File: src/common/roc_regs.svh
/*
 * Constants for the relay output conditioner: slot counts, defaults and timing.
 * Assumes a 125 MHz system clock; included by bare name.
 */
`ifndef ROC_REGS_SVH
`define ROC_REGS_SVH

// ----------------------------------------------------------------------------
// Sizes
// ----------------------------------------------------------------------------
`define ROC_NUM_SLOTS      7
`define ROC_SIG_W          8
`define ROC_SEL_W          3
`define ROC_TIME_W         15
// Selector value meaning no signal assigned.
`define ROC_SEL_NONE       3'h0

// ----------------------------------------------------------------------------
// Timing
// ----------------------------------------------------------------------------
`define ROC_CLK_MHZ        125
`define ROC_TICK_MS        10
// Cycles per 10 ms step at the system clock rate.
`define ROC_TICK_CYCLES    (`ROC_TICK_MS * 1000 * `ROC_CLK_MHZ)
// Largest setting in 10 ms steps, 300.00 s.
`define ROC_TIME_MAX       15'h7530
// Default time setting, 0.00 s.
`define ROC_TIME_DEF       15'h0000

`endif

File: src/common/roc_pkg.sv
/*
 * Types for the relay output conditioner.
 * Assumes roc_regs.svh is available on the include path.
 */
`include "roc_regs.svh"

package roc_pkg;

    typedef logic [`ROC_SEL_W-1:0]  roc_sel_t;
    typedef logic [`ROC_TIME_W-1:0] roc_time_t;

    // Per-slot assignment: selector into the signal list and its inversion.
    typedef struct packed {
        roc_sel_t sel;
        logic     invert;
    } roc_slot_s;

    // Output-side settings.
    typedef struct packed {
        roc_time_t t_hold;
        roc_time_t t_off_delay;
        logic      latched;
        roc_sel_t  ack_sel;
        logic      out_invert;
    } roc_cfg_s;

    typedef enum logic [2:0] {
        ROC_OFF     = 3'b001,
        ROC_ON      = 3'b010,
        ROC_OFF_DLY = 3'b100
    } roc_state_e;

endpackage

File: src/design/roc_relay_output.sv
/*
 * Conditioner for one binary output relay: combines up to seven assigned
 * internal signals, applies hold time, switch-off delay, latching with
 * acknowledgement and output inversion.
 * Assumes internal signals and settings come from logic on clk; the
 * settings are held steady by the surrounding configuration logic.
 */
`timescale 1ns/100ps

`include "roc_regs.svh"

// Function
// - Hold new state; delay switch-off; 10 ms steps.
// - Latching keeps picked-up relay on.
// - Acknowledgement input selectable from signal list.
// - Acknowledgement releases only while latching enabled.
// - Optional inversion of final relay drive.
// - Optional inversion per assigned input.
module roc_relay_output
    import roc_pkg::*;
#(
    parameter int unsigned TICK_CYCLES = `ROC_TICK_CYCLES
) (
    input  wire logic                      clk,
    input  wire logic                      reset_n,
    input  wire logic [`ROC_SIG_W-1:0]     sig_list,
    input  wire roc_slot_s                 slot_cfg [`ROC_NUM_SLOTS],
    input  wire roc_cfg_s                  cfg,
    output logic                           relay_drive,
    output logic                           relay_request,
    output logic                           relay_latched
);

    // ------------------------------------------------------------------------
    // Signal selection
    // ------------------------------------------------------------------------
    function automatic logic pick(
        input logic [`ROC_SIG_W-1:0] sigs,
        input roc_sel_t              sel
    );
        if (sel == `ROC_SEL_NONE) begin
            pick = 1'b0;
        end else begin
            pick = sigs[sel];
        end
    endfunction

    logic [`ROC_NUM_SLOTS-1:0] slot_val;

    genvar g;
    generate
        for (g = 0; g < `ROC_NUM_SLOTS; g++) begin : g_slot
            wire logic assigned = (slot_cfg[g].sel != `ROC_SEL_NONE);
            wire logic picked   = pick(sig_list, slot_cfg[g].sel);
            wire logic cond     = picked ^ slot_cfg[g].invert;
            assign slot_val[g] = assigned & cond;
        end
    endgenerate

    // ------------------------------------------------------------------------
    // Request and acknowledgement
    // ------------------------------------------------------------------------
    wire logic request  = |slot_val;
    wire logic ack_pick = pick(sig_list, cfg.ack_sel);
    wire logic ack      = cfg.latched & ack_pick;

    // ------------------------------------------------------------------------
    // Setting limits
    // ------------------------------------------------------------------------
    // Time settings above 300.00 s are treated as 300.00 s.
    function automatic roc_time_t clamp_time(input roc_time_t t);
        if (t > `ROC_TIME_MAX) begin
            clamp_time = `ROC_TIME_MAX;
        end else begin
            clamp_time = t;
        end
    endfunction

    wire roc_time_t t_hold_lim = clamp_time(cfg.t_hold);
    wire roc_time_t t_off_lim  = clamp_time(cfg.t_off_delay);

    // ------------------------------------------------------------------------
    // 10 ms tick divider
    // ------------------------------------------------------------------------
    localparam int unsigned DIV_W = (TICK_CYCLES > 1) ? $clog2(TICK_CYCLES) : 1;
    logic [DIV_W-1:0] div_r;
    wire logic        tick = (div_r == DIV_W'(TICK_CYCLES - 1));
    wire logic [DIV_W-1:0] div_nxt = tick ? '0 : div_r + 1'b1;

    always_ff @(posedge clk or negedge reset_n) begin
        if (!reset_n) begin
            div_r <= '0;
        end else begin
            div_r <= div_nxt;
        end
    end

    // ------------------------------------------------------------------------
    // Relay state machine
    // ------------------------------------------------------------------------
    roc_state_e state_r;
    roc_state_e state_nxt;
    roc_time_t  hold_r;
    roc_time_t  hold_nxt;
    roc_time_t  dly_r;
    roc_time_t  dly_nxt;
    logic       latch_r;
    logic       latch_nxt;

    wire logic hold_done = (hold_r == '0);
    wire logic dly_done  = (dly_r == '0);
    wire logic want_on   = request | latch_r;

    // ------------------------------------------------------------------------
    // Timer countdown
    // ------------------------------------------------------------------------
    wire roc_time_t hold_dec = (tick && !hold_done) ? hold_r - 1'b1 : hold_r;
    wire roc_time_t dly_dec  = (tick && !dly_done) ? dly_r - 1'b1 : dly_r;

    // ------------------------------------------------------------------------
    // Next-state logic
    // ------------------------------------------------------------------------
    always_comb begin
        state_nxt = state_r;
        hold_nxt  = hold_dec;
        dly_nxt   = dly_dec;
        latch_nxt = latch_r;
        if (ack && !request) begin
            latch_nxt = 1'b0;
        end
        if (!cfg.latched) begin
            latch_nxt = 1'b0;
        end
        case (state_r)
            ROC_OFF: begin
                if (want_on && hold_done) begin
                    state_nxt = ROC_ON;
                    hold_nxt  = t_hold_lim;
                    latch_nxt = cfg.latched;
                end
            end
            ROC_ON: begin
                if (cfg.latched && request) begin
                    latch_nxt = 1'b1;
                end
                if (!want_on) begin
                    state_nxt = ROC_OFF_DLY;
                    dly_nxt   = t_off_lim;
                end
            end
            ROC_OFF_DLY: begin
                if (want_on) begin
                    state_nxt = ROC_ON;
                end else if (dly_done && hold_done) begin
                    state_nxt = ROC_OFF;
                    hold_nxt  = t_hold_lim;
                end
            end
            default: begin
                state_nxt = ROC_OFF;
            end
        endcase
    end

    // ------------------------------------------------------------------------
    // State registers
    // ------------------------------------------------------------------------
    always_ff @(posedge clk or negedge reset_n) begin
        if (!reset_n) begin
            state_r <= ROC_OFF;
            latch_r <= 1'b0;
        end else begin
            state_r <= state_nxt;
            latch_r <= latch_nxt;
        end
    end

    // ------------------------------------------------------------------------
    // Timer registers
    // ------------------------------------------------------------------------
    always_ff @(posedge clk or negedge reset_n) begin
        if (!reset_n) begin
            hold_r <= `ROC_TIME_DEF;
        end else begin
            hold_r <= hold_nxt;
        end
    end

    always_ff @(posedge clk or negedge reset_n) begin
        if (!reset_n) begin
            dly_r <= `ROC_TIME_DEF;
        end else begin
            dly_r <= dly_nxt;
        end
    end

    // ------------------------------------------------------------------------
    // Outputs
    // ------------------------------------------------------------------------
    // Off state drives low unless the output is inverted; during reset relay_drive is low either way.
    wire logic drive_nxt = (state_nxt != ROC_OFF) ^ cfg.out_invert;

    always_ff @(posedge clk or negedge reset_n) begin
        if (!reset_n) begin
            relay_drive <= 1'b0;
        end else begin
            relay_drive <= drive_nxt;
        end
    end

    always_ff @(posedge clk or negedge reset_n) begin
        if (!reset_n) begin
            relay_request <= 1'b0;
        end else begin
            relay_request <= request;
        end
    end

    // The latch flag is shown as it is held.
    assign relay_latched = latch_r;

endmodule

File: config.mk
export PLATFORM = sky130hd
export DESIGN_NAME = roc_relay_output
export DESIGN_NICKNAME = d
export VERILOG_FILES = /design/src/common/roc_pkg.sv /design/src/design/roc_relay_output.sv
export VERILOG_INCLUDE_DIRS = /design/src /design/src/common
export SDC_FILE = /design/constraint.sdc
export NUM_CORES = 1
export LEC_CHECK = 0
export ABC_CLOCK_PERIOD_IN_PS = 5450
export CORE_MARGIN = 3
export CORE_UTILIZATION = 26
export CTS_CLUSTER_SIZE = 14
export DETAILED_ROUTE_END_ITERATION = 10
export DONT_BUFFER_PORTS = 1
export GPL_ROUTABILITY_DRIVEN = 1
export PLACE_DENSITY = 0.5
export SETUP_SLACK_MARGIN = 0.3
export SYNTH_ARGS = -nofsm -noshare
export SYNTH_HDL_FRONTEND = slang
export SYNTH_SLANG_ARGS = --single-unit
File: constraint.sdc
create_clock -name clk -period 5.45 [get_ports clk]
set_input_delay 0.2725 -clock clk [delete_from_list [all_inputs] [get_ports clk]]
set_output_delay 0.2725 -clock clk [all_outputs]
set_load 0.01 [all_outputs]
### Yosys cells after proc, flatten, opt, wreduce, memory -nomap -nowiden

Index checks and enable logic that the tools add are counted.

| word-level totals | value |
|---|---|
| output and inout port bits | 3 |
| flip-flop bits (word level) | 57 |
| word-level logic and storage cells | 114 |

| operators by class | value |
|---|---|
| magnitude comparators | 10 |
| reductions and logical operators | 27 |
| muxes and demuxes | 45 |
| bitwise gates (word level) | 17 |
| equality and inequality tests | 5 |
| add/sub/neg operators | 3 |

Operator list:

| kind | number |
|---|---|
| $mux 15 | 9 |
| $lt 3x4->1 const B | 8 |
| $gt 15x15->1 const B | 2 |
| $logic_not 15->1 | 2 |
| $pmux 15 s2 | 1 |
| $sub 15x1->15 const B | 2 |
| $bmux 1 s3 | 8 |
| $logic_not 3->1 | 8 |
| $add 21x1->21 const B | 1 |
| $eq 21x21->1 const B | 1 |
| $mux 21 | 1 |
| $reduce_bool 3->1 | 7 |
| $mux 1 | 20 |
| $mux 3 | 4 |
| $pmux 3 s3 | 1 |
| $and 1x1->1 | 8 |
| $xor 1x1->1 | 8 |
| $reduce_or 7->1 | 1 |
| $logic_and 1x1->1 | 6 |
| $eq 3x1->1 const B | 1 |
| $eq 3x2->1 const B | 1 |
| $eq 3x3->1 const B | 1 |
| $logic_not 1->1 | 3 |
| $ne 3x1->1 const B | 1 |
| other kinds (2) | 2 |

### Depth between registers and ports, before layout

Gate-level depths: netlist of run 1.

| depth | value |
|---|---|
| depth in word-level cells | 12 |
| gate-level depth with buffers | 10 |
| depth with buffers taken out | 10 |

### Worst setup path before layout of run 1

Ideal clock, no wire load.

| timing path | value |
|---|---|
| kind | register to register |
| start | register div_r[8] |
| end | register dly_r[14] |
| data required time | 5.322 ns |
| cell stages (with the launch flop) | 9 |
| setup slack | 2.944 ns |
| data arrival time | 2.378 ns |
| library setup time | 0.128 ns |
| buffers on the path | 0 |
| cells stage by stage | dfrtp_1 or4_1 nor4b_2 nor3b_4 nand3_2 nor2_4 nand3_1 xnor2_1 mux2_1 |

| between the ends | value |
|---|---|
| cells in the longest elaborated chain, start to end | 5 |

Ends and longest elaborated chain:

| element | RTL line | text |
|---|---|---|
| from (decl) | roc_relay_output.sv:86 | `logic [DIV_W-1:0] div_r;` |
| from (signal assigned) | roc_relay_output.sv:94 | `div_r <= div_nxt;` |
| $eq 21x21->1 * | roc_relay_output.sv:87 | `wire logic tick = (div_r == DIV_W'(TICK_CYCLES - 1));` |
| $logic_and 1x1->1 * | roc_relay_output.sv:118 | `wire roc_time_t dly_dec = (tick && !dly_done) ? dly_r - 1'b1 : dly_r;` |
| $mux 15 * | roc_relay_output.sv:118 |  |
| $mux 15 | roc_relay_output.sv:146 | `if (!want_on) begin` |
| $mux 15 * | roc_relay_output.sv:134 | `case (state_r)` |
| named net dly_nxt[14] | roc_relay_output.sv:106 | `roc_time_t dly_nxt;` |
| to (signal assigned) | roc_relay_output.sv:191 | `` dly_r <= `ROC_TIME_DEF; `` |
| to (signal assigned) | roc_relay_output.sv:193 | `dly_r <= dly_nxt;` |
| to (decl) | roc_relay_output.sv:105 | `roc_time_t dly_r;` |

Mark *: on every way through the listed nets, which the timed path passes. The rest lies on a longest branch.

### Worst setup path after layout of run 1

| timing path | value |
|---|---|
| start | register div_r[8] |
| end | register hold_r[13] |

| between the ends | value |
|---|---|
| cells in the longest elaborated chain, start to end | 6 |

Ends and longest elaborated chain:

| element | RTL line | text |
|---|---|---|
| $eq 21x21->1 * | roc_relay_output.sv:87 |  |
| $logic_and 1x1->1 * | roc_relay_output.sv:117 | `wire roc_time_t hold_dec = (tick && !hold_done) ? hold_r - 1'b1 : hold_r;` |
| $mux 15 * | roc_relay_output.sv:117 |  |
| $mux 15 | roc_relay_output.sv:154 | `end else if (dly_done && hold_done) begin` |
| $mux 15 | roc_relay_output.sv:152 | `if (want_on) begin` |
| $pmux 15 s2 * | roc_relay_output.sv:134 |  |
| named net hold_nxt[13] | roc_relay_output.sv:104 | `roc_time_t hold_nxt;` |
| to (signal assigned) | roc_relay_output.sv:183 | `` hold_r <= `ROC_TIME_DEF; `` |
| to (signal assigned) | roc_relay_output.sv:185 | `hold_r <= hold_nxt;` |
| to (decl) | roc_relay_output.sv:103 | `roc_time_t hold_r;` |

Marks and branches as above.

==> results of run 1 <==
-- worst max path at each step --
stage / startpoint / to / slack, ps / cells after the start
finish: div_r[8]$_DFF_PN0_ / hold_r[13]$_DFF_PN0_ / 2610 / 8
global route: div_r[8]$_DFF_PN0_ / hold_r[13]$_DFF_PN0_ / 2330 / 8
CTS: div_r[8]$_DFF_PN0_ / hold_r[13]$_DFF_PN0_ / 2570 / 8
detailed placement: div_r[8]$_DFF_PN0_ / hold_r[13]$_DFF_PN0_ / 2590 / 8
global placement: div_r[8]$_DFF_PN0_ / hold_r[12]$_DFF_PN0_ / 2660 / 8
floorplan: div_r[8]$_DFF_PN0_ / dly_r[14]$_DFF_PN0_ / 2940 / 8
-- critical path, stage by stage, from the launching register on --
cell and delay (ps):
dfrtp_1 430, or4_1 560, nor4b_2 270, and2b_1 500, nand4_1 260, nor3_1 280, and3b_1 210, xnor2_1 130
o21ai_2 70
-- registers in the layout, indices dropped and copies added, names as in the netlist --
register / cells
relay_drive: 1
relay_request: 1
div_r: 21
relay_latched: 1
state_r: 3
hold_r: 15
dly_r: 15
-- power breakdown --
part | internal (uW) | switching (uW) | total (uW)
Combinational | 38.6 | 37.0 | 75.6
Clock | 399 | 205 | 605
Sequential | 424 | 0.626 | 425
Total | 862 | 243 | 1110
-- logic make-up (layout without fill, tap and decap cells) --
logic type                 count (synthesis)  after routing  synth area share [%]
DFF                                       57             57                  36.5
buffers and inverters                     23             29                  2.65
muxes                                     30             30                  10.1
other                                      0              1                     0
xor gates and xnor gates                  56             56                  12.5
and+or+nand+nor                          185            185                  26.3
AOI/OAI and AO/OA                         59             59                  10.4
adders and majority gates                  5              5                  1.60
-- through the flow --
step                      setup WS (ps)  power (uW)  utilization (%)  cells
after floorplan                    2940         493                -    415
after global placement             2660         496             27.9    587
after detailed placement           2590         497             27.9    587
after CTS                          2570        1120             30.3    605
after global routing               2330        1150             30.3    606
final                              2610        1110             30.3    606
-- layout make-up --
class	instances	area (sq um)
well taps	184	230
diodes	1	2.50
multi-input cells	335	2380
repair buffers	2	37.5
flip-flops and latches	57	1430
clock inverters	7	93.8
clock buffers	9	225
inverters	11	41.3
fillers	1557	10200
-- cells in the final DEF (no fill, tap or decap), types with 3 or more instances in the layout --
| cell | count |
|---|---|
| o21ai_1 | 3 |
| nand2b_1 | 3 |
| o21ai_2 | 9 |
| mux2i_1 | 18 |
| dfrtp_1 | 56 |
| nand4_1 | 9 |
| nor3_1 | 14 |
| nor3b_1 | 4 |
| xor2_1 | 24 |
| nand3_1 | 14 |
| or4_1 | 4 |
| nand2_1 | 43 |
| a31oi_1 | 3 |
| mux2_2 | 3 |
| nor2_1 | 39 |
| and4_1 | 5 |
| ha_1 | 5 |
| mux4_2 | 7 |
| and3_1 | 6 |
| clkbuf_16 | 9 |
| nor4_1 | 8 |
| nor2b_1 | 10 |
| xnor2_1 | 32 |
| a21oi_1 | 24 |
| nand3b_1 | 7 |
| o21ai_0 | 5 |
| inv_1 | 11 |
-- routing by layer --
layer | vias to the layer above | GRT usage [%] | wire, microns
li1 | 1496 | - | -
met5 | - | 0 | 0
met1 | 1444 | 14.5 | 4140
met2 | 95 | 18.3 | 4230
met4 | 0 | 2.22 | 76
met3 | 7 | 4.48 | 739
-- timing repair --
item | CTS | global route
endpoints found under the hold margin | 57 | 0
setup endpoints to repair | 0 | 0
hold buffers | 2 | 0
buffers inserted | 0 | 0
==> metrics.yaml, run 1 <==
die_area_sq_um: 16600
path_class: "flip-flop to flip-flop"
worst_setup_path_end_kind: "flip-flop"
place_congestion: 0.806
grt_pass1_wl_microns: 15100
critPathMaxFanout: 15
crit_arrival_ps: 3040
clock_sink_count: 57
numCtsBuffers: 9
hold-path-cell-count: 1
cts_tree: "done"
setup_repair_after_global_routing_missed_its_margin: "false"
clk_pin_slew_worst_paths_ps: 60
dr_total_vias: 3042
antenna_found_initial: 1
timing.max_cap.violations: 0
number_of_flops_mapped_to_enable_cells_by_yosys: 0
grt_max_degree: 58
floorplan.initialDensity_pct: 26.7
total_standard_cell_area_after_synthesis_sq_um: 3920
globalRoute.totalOverflow: 0
worst_r2r_path_depth: 8
track_usage_pct: 11.4
critical_path_required_ps: 5650
post_synth_most_frequent_cells: "56 x dfrtp_1, 43 x nand2_1, 39 x nor2_1, 32 x xnor2_1"
synth_warnings: 0
cts_max_path_buffers: 2
status: "finished, final reports clean"
initial_drt_pass_iterations: 4
finish.instance_area_sq_um: 4440
synth.most_common_cell: "dfrtp_1"
post_synth_num_cell_types: 61
rr_endpoint: "hold_r[13]$_DFF_PN0_"
postSynthCellCount: 415
post-route-period-util_pct: 52.2
min-delay-start: "cfg[0]"
setup_tns_ps: 0
timing.final.crit_period_ps: 2840
drive_above_1_share_pct: 11.9
postCtsResizedCells: 0
viasPerCell: 5.02
wl_per_cell_microns: 15.1
first_global_vias: 3186
remaining_drc_errors: 0
syn2layout_area_growth_pct: 13.5
timing_worst_slew_pin_value_ps: 760
dieHeight_microns: 129
mappedNetlistNets: 493
postSynthRegisterBits: 57
timing.final.hold_violations: 0
hold_path_class: "input pin to flip-flop"
fp.dieW_microns: 129
synthesis.area_per_instance_sq_um: 9.43
min_to: "relay_drive$_DFF_PN0_"
worst_max_slew_margin_expressed_relative_to_the_limit_pct: 49.0
ctsRootBufferMaster: "clkbuf_16"
dpl_cell_area_sq_um: 4080
coreArea_sq_um: 14600
worstSkewPairLatency_ps: 330
setup_violations: 0
r2r_setup_slk_ps: 2610
r2r-start: "div_r[8]$_DFF_PN0_"
postRouteWirelength_microns: 9180
htree_num_levels: 3
synth-async-reset-ratio_pct: 100
nNetsFinal: 494
vdd_drop_max_v: 0.000156
power.static_leakage_uw: 0.00169
core.rowCount: 44
design.portCount: 76
post_route_antenna_net_violation_count: 0
initialDrtViolationCount: 140
critPathLaunchType: "flip-flop"
holdWs_ps: 34.9
final-max-slew-violation-count: 0
yosys.area.top_type: "dfrtp_1"
hpwlAfterDp_microns: 6900
synth-seq-area-share_pct: 36.5
clock-skew-final_ps: 7.64
synth_top_area_share_pct: 35.8
highest_clock_rate_mhz: 351
synth_top_flop_cell: "dfrtp_1"
number_of_buffer_cells_added_on_primary_ports: 0
synth.top_cells.by_area: "dfrtp_1 36%, xnor2_1 7.2%, xor2_1 5.4%, mux2i_1 4.6%, nand2_1 4.1%"
cellPowerDensity_nw_per_um2: 249
(Power assumes the default switching activity.)
==> run 2, diff against run 1 <==
Settings changed: ABC_CLOCK_PERIOD_IN_PS 5450 to 2940.
Clock period 5.45 ns to 2.94 ns, I/O delays scaled along.
==> metrics.yaml, run 2 (synthesized netlist as in run 1, its figures left out) <==
critical_path_required_ps: 3140
combinationalPowerShare_pct: 8.2
final-max-slew-violation-count: 0
grt_pass1_wl_microns: 15600
cts_max_path_buffers: 2
dpl_cell_area_sq_um: 4120
worst_r2r_path_depth: 8
timing.max_cap.violations: 0
max_ffs_per_register: 21
dieHeight_microns: 129
die_area_sq_um: 16600
cts_tree: "done"
coreArea_sq_um: 14600
r2r-start: "div_r[8]$_DFF_PN0_"
power_share_of_the_sequential_group_pct: 39.0
final_core_util_pct: 32.7
drive_above_1_share_pct: 15.1
worst_max_slew_margin_expressed_relative_to_the_limit_pct: 58.7
wl_per_cell_microns: 14.6
syn2layout_area_growth_pct: 22.4
first_global_vias: 3273
floorplan.initialDensity_pct: 26.7
netSwitchingPower_uw: 420
hpwlAfterDp_microns: 6930
cell_int_power_uw: 1600
timing_worst_slew_pin_value_ps: 617
largest-register: "div_r"
status: "finished, final reports clean"
ctsRootBufferMaster: "clkbuf_16"
largestRegisters: "div_r x21, dly_r x15, hold_r x15"
place_congestion: 0.805
design_power_total_uw: 2020
timing.final.crit_period_ps: 2500
clk_pin_slew_worst_paths_ps: 50
worstPathBufferInverterCount: 0
viasPerCell: 4.90
power.static_leakage_uw: 0.00186
slowest_stage: "or4_4"
min-delay-start: "cfg[11]"
remaining_drc_errors: 0
post_route_antenna_net_violation_count: 0
postRouteWirelength_microns: 9390
nNetsFinal: 530
antenna_found_initial: 0
path_class: "flip-flop to flip-flop"
post-route-period-util_pct: 85.1
finish.instance_area_sq_um: 4790
grt_max_degree: 58
setup_violations: 0
layout.cells.most_common_list: "55 x dfrtp_1, 43 x nand2_1, 39 x nor2_1, 32 x xnor2_1"
numCtsBuffers: 9
number_of_buffer_cells_added_on_primary_ports: 0
netSwitchingFraction_pct: 20.8
cellPowerDensity_nw_per_um2: 422
timing.final.hold_violations: 0
worstSkewPairLatency_ps: 320
relative_contribution_of_the_clock_network_to_total_power_pct: 52.9
layout.cells.most_common: "dfrtp_1"
vdd_drop_max_v: 0.000290
track_usage_pct: 11.6
clock_sink_count: 57
rr_endpoint: "dly_r[13]$_DFF_PN0_"
insertedDiodeCount: 0
crit_arrival_ps: 2710
design.portCount: 76
r2r_setup_slk_ps: 440
initial_drt_pass_iterations: 4
min_to: "dly_r[6]$_DFF_PN0_"
crit_path_cell_trace: "or4_4 > nor4b_4 > nor3b_4 > nand4_4 > nor2_4 > nand3b_1 > xnor2_1 > mux2_4"
hold_path_class: "input pin to flip-flop"
setup_repair_after_global_routing_missed_its_margin: "true"
n_fill_cell: 1518
htree_num_levels: 3
worst_setup_path_end_kind: "flip-flop"
critPathLaunchType: "flip-flop"
critPathMaxFanout: 5
globalRoute.totalOverflow: 0
timing.critical_path.max_delay_family: "simple AND/OR/NAND/NOR gates"
setup_tns_ps: 0
dr_total_vias: 3144
clock-skew-final_ps: 3.39
initialDrtViolationCount: 127
highest_clock_rate_mhz: 400
core.rowCount: 44
hold-path-cell-count: 2
cpPeakStageDelay_ps: 520
fp.dieW_microns: 129
run 2: changes by cell type in the layout (fill, tap and decap cells not counted), moves of 2 or more:
cell	change
buf_4	+14
clkbuf_1	+2
clkbuf_8	+3
clkinvlp_4	-2
dlygate4sd3_1	+22
nor3_1	-2
nor3_2	+2
run 2: stage by stage:
| step | instances | setup slack [ps] | hold WS, ps |
|---|---|---|---|
| 2_1_floorplan | 415 | 434 | -149 |
| 3_3_place_gp | 592 | 340 | -147 |
| 3_5_place_dp | 592 | 281 | -146 |
| 4_1_cts | 633 | 364 | 7.10 |
| 5_1_grt | 641 | 262 | 5.62 |
| 6_report | 641 | 438 | 16.8 |
run 2: final cells by class:
class                      instances  area, sq um  share of cell area, %
clock inverter                     2         35.0                  0.731
sequential                        57         1430                   29.8
multi-input combinational        335         2420                   50.5
inverter                          11         41.3                  0.861
clock buffer                      14          274                   5.72
tap                              184          230                   4.80
timing repair buffer              38          363                   7.57
run 2: worst register-to-register path, delay by kind of cell, from the launching register on:
kind                      cells  cell delay, ps
xor gates and xnor gates      1             150
DFF                           1             400
muxes                         1             250
and+or+nand+nor               6            1580
run 2: how the worst max path moves through the flow:
stage / start / endpoint / slack (ps) / depth (start not counted)
2_1_floorplan: div_r[8]$_DFF_PN0_ / dly_r[14]$_DFF_PN0_ / 430 / 8
4_1_cts: div_r[8]$_DFF_PN0_ / dly_r[13]$_DFF_PN0_ / 360 / 8
6_report: div_r[8]$_DFF_PN0_ / dly_r[13]$_DFF_PN0_ / 440 / 8
3_3_place_gp: div_r[8]$_DFF_PN0_ / dly_r[14]$_DFF_PN0_ / 340 / 8
3_5_place_dp: div_r[8]$_DFF_PN0_ / dly_r[14]$_DFF_PN0_ / 280 / 8
5_1_grt: hold_r[4]$_DFF_PN0_ / relay_drive$_DFF_PN0_ / 260 / 8
run 2: power by group through the flow:
| stage | Combinational [uW] | Clock (uW) | Sequential [uW] |
|---|---|---|---|
| after detailed placement | 121 | 0 | 801 |
| after CTS | 168 | 1100 | 788 |
| final | 165 | 1070 | 788 |
| after floorplan | 113 | 0 | 801 |
| after global routing | 184 | 1130 | 787 |
| after global placement | 119 | 0 | 802 |
run 2: repair_timing:
item                       CTS  global route
hold buffers                24             0
buffers inserted             1             8
hold endpoints to repair    79             0
gates resized for setup      0             9
pin swaps                    0             9
cloned                       0             0
setup endpoints to repair    2             7
run 2: layer usage:
metal | up-vias | GRT usage [%] | part of all wire [%]
met5 | - | 0 | 0
met4 | 0 | 2.96 | 1.4
met3 | 11 | 4.19 | 6.7
met2 | 78 | 18.4 | 46
met1 | 1483 | 15.2 | 46
li1 | 1572 | - | -
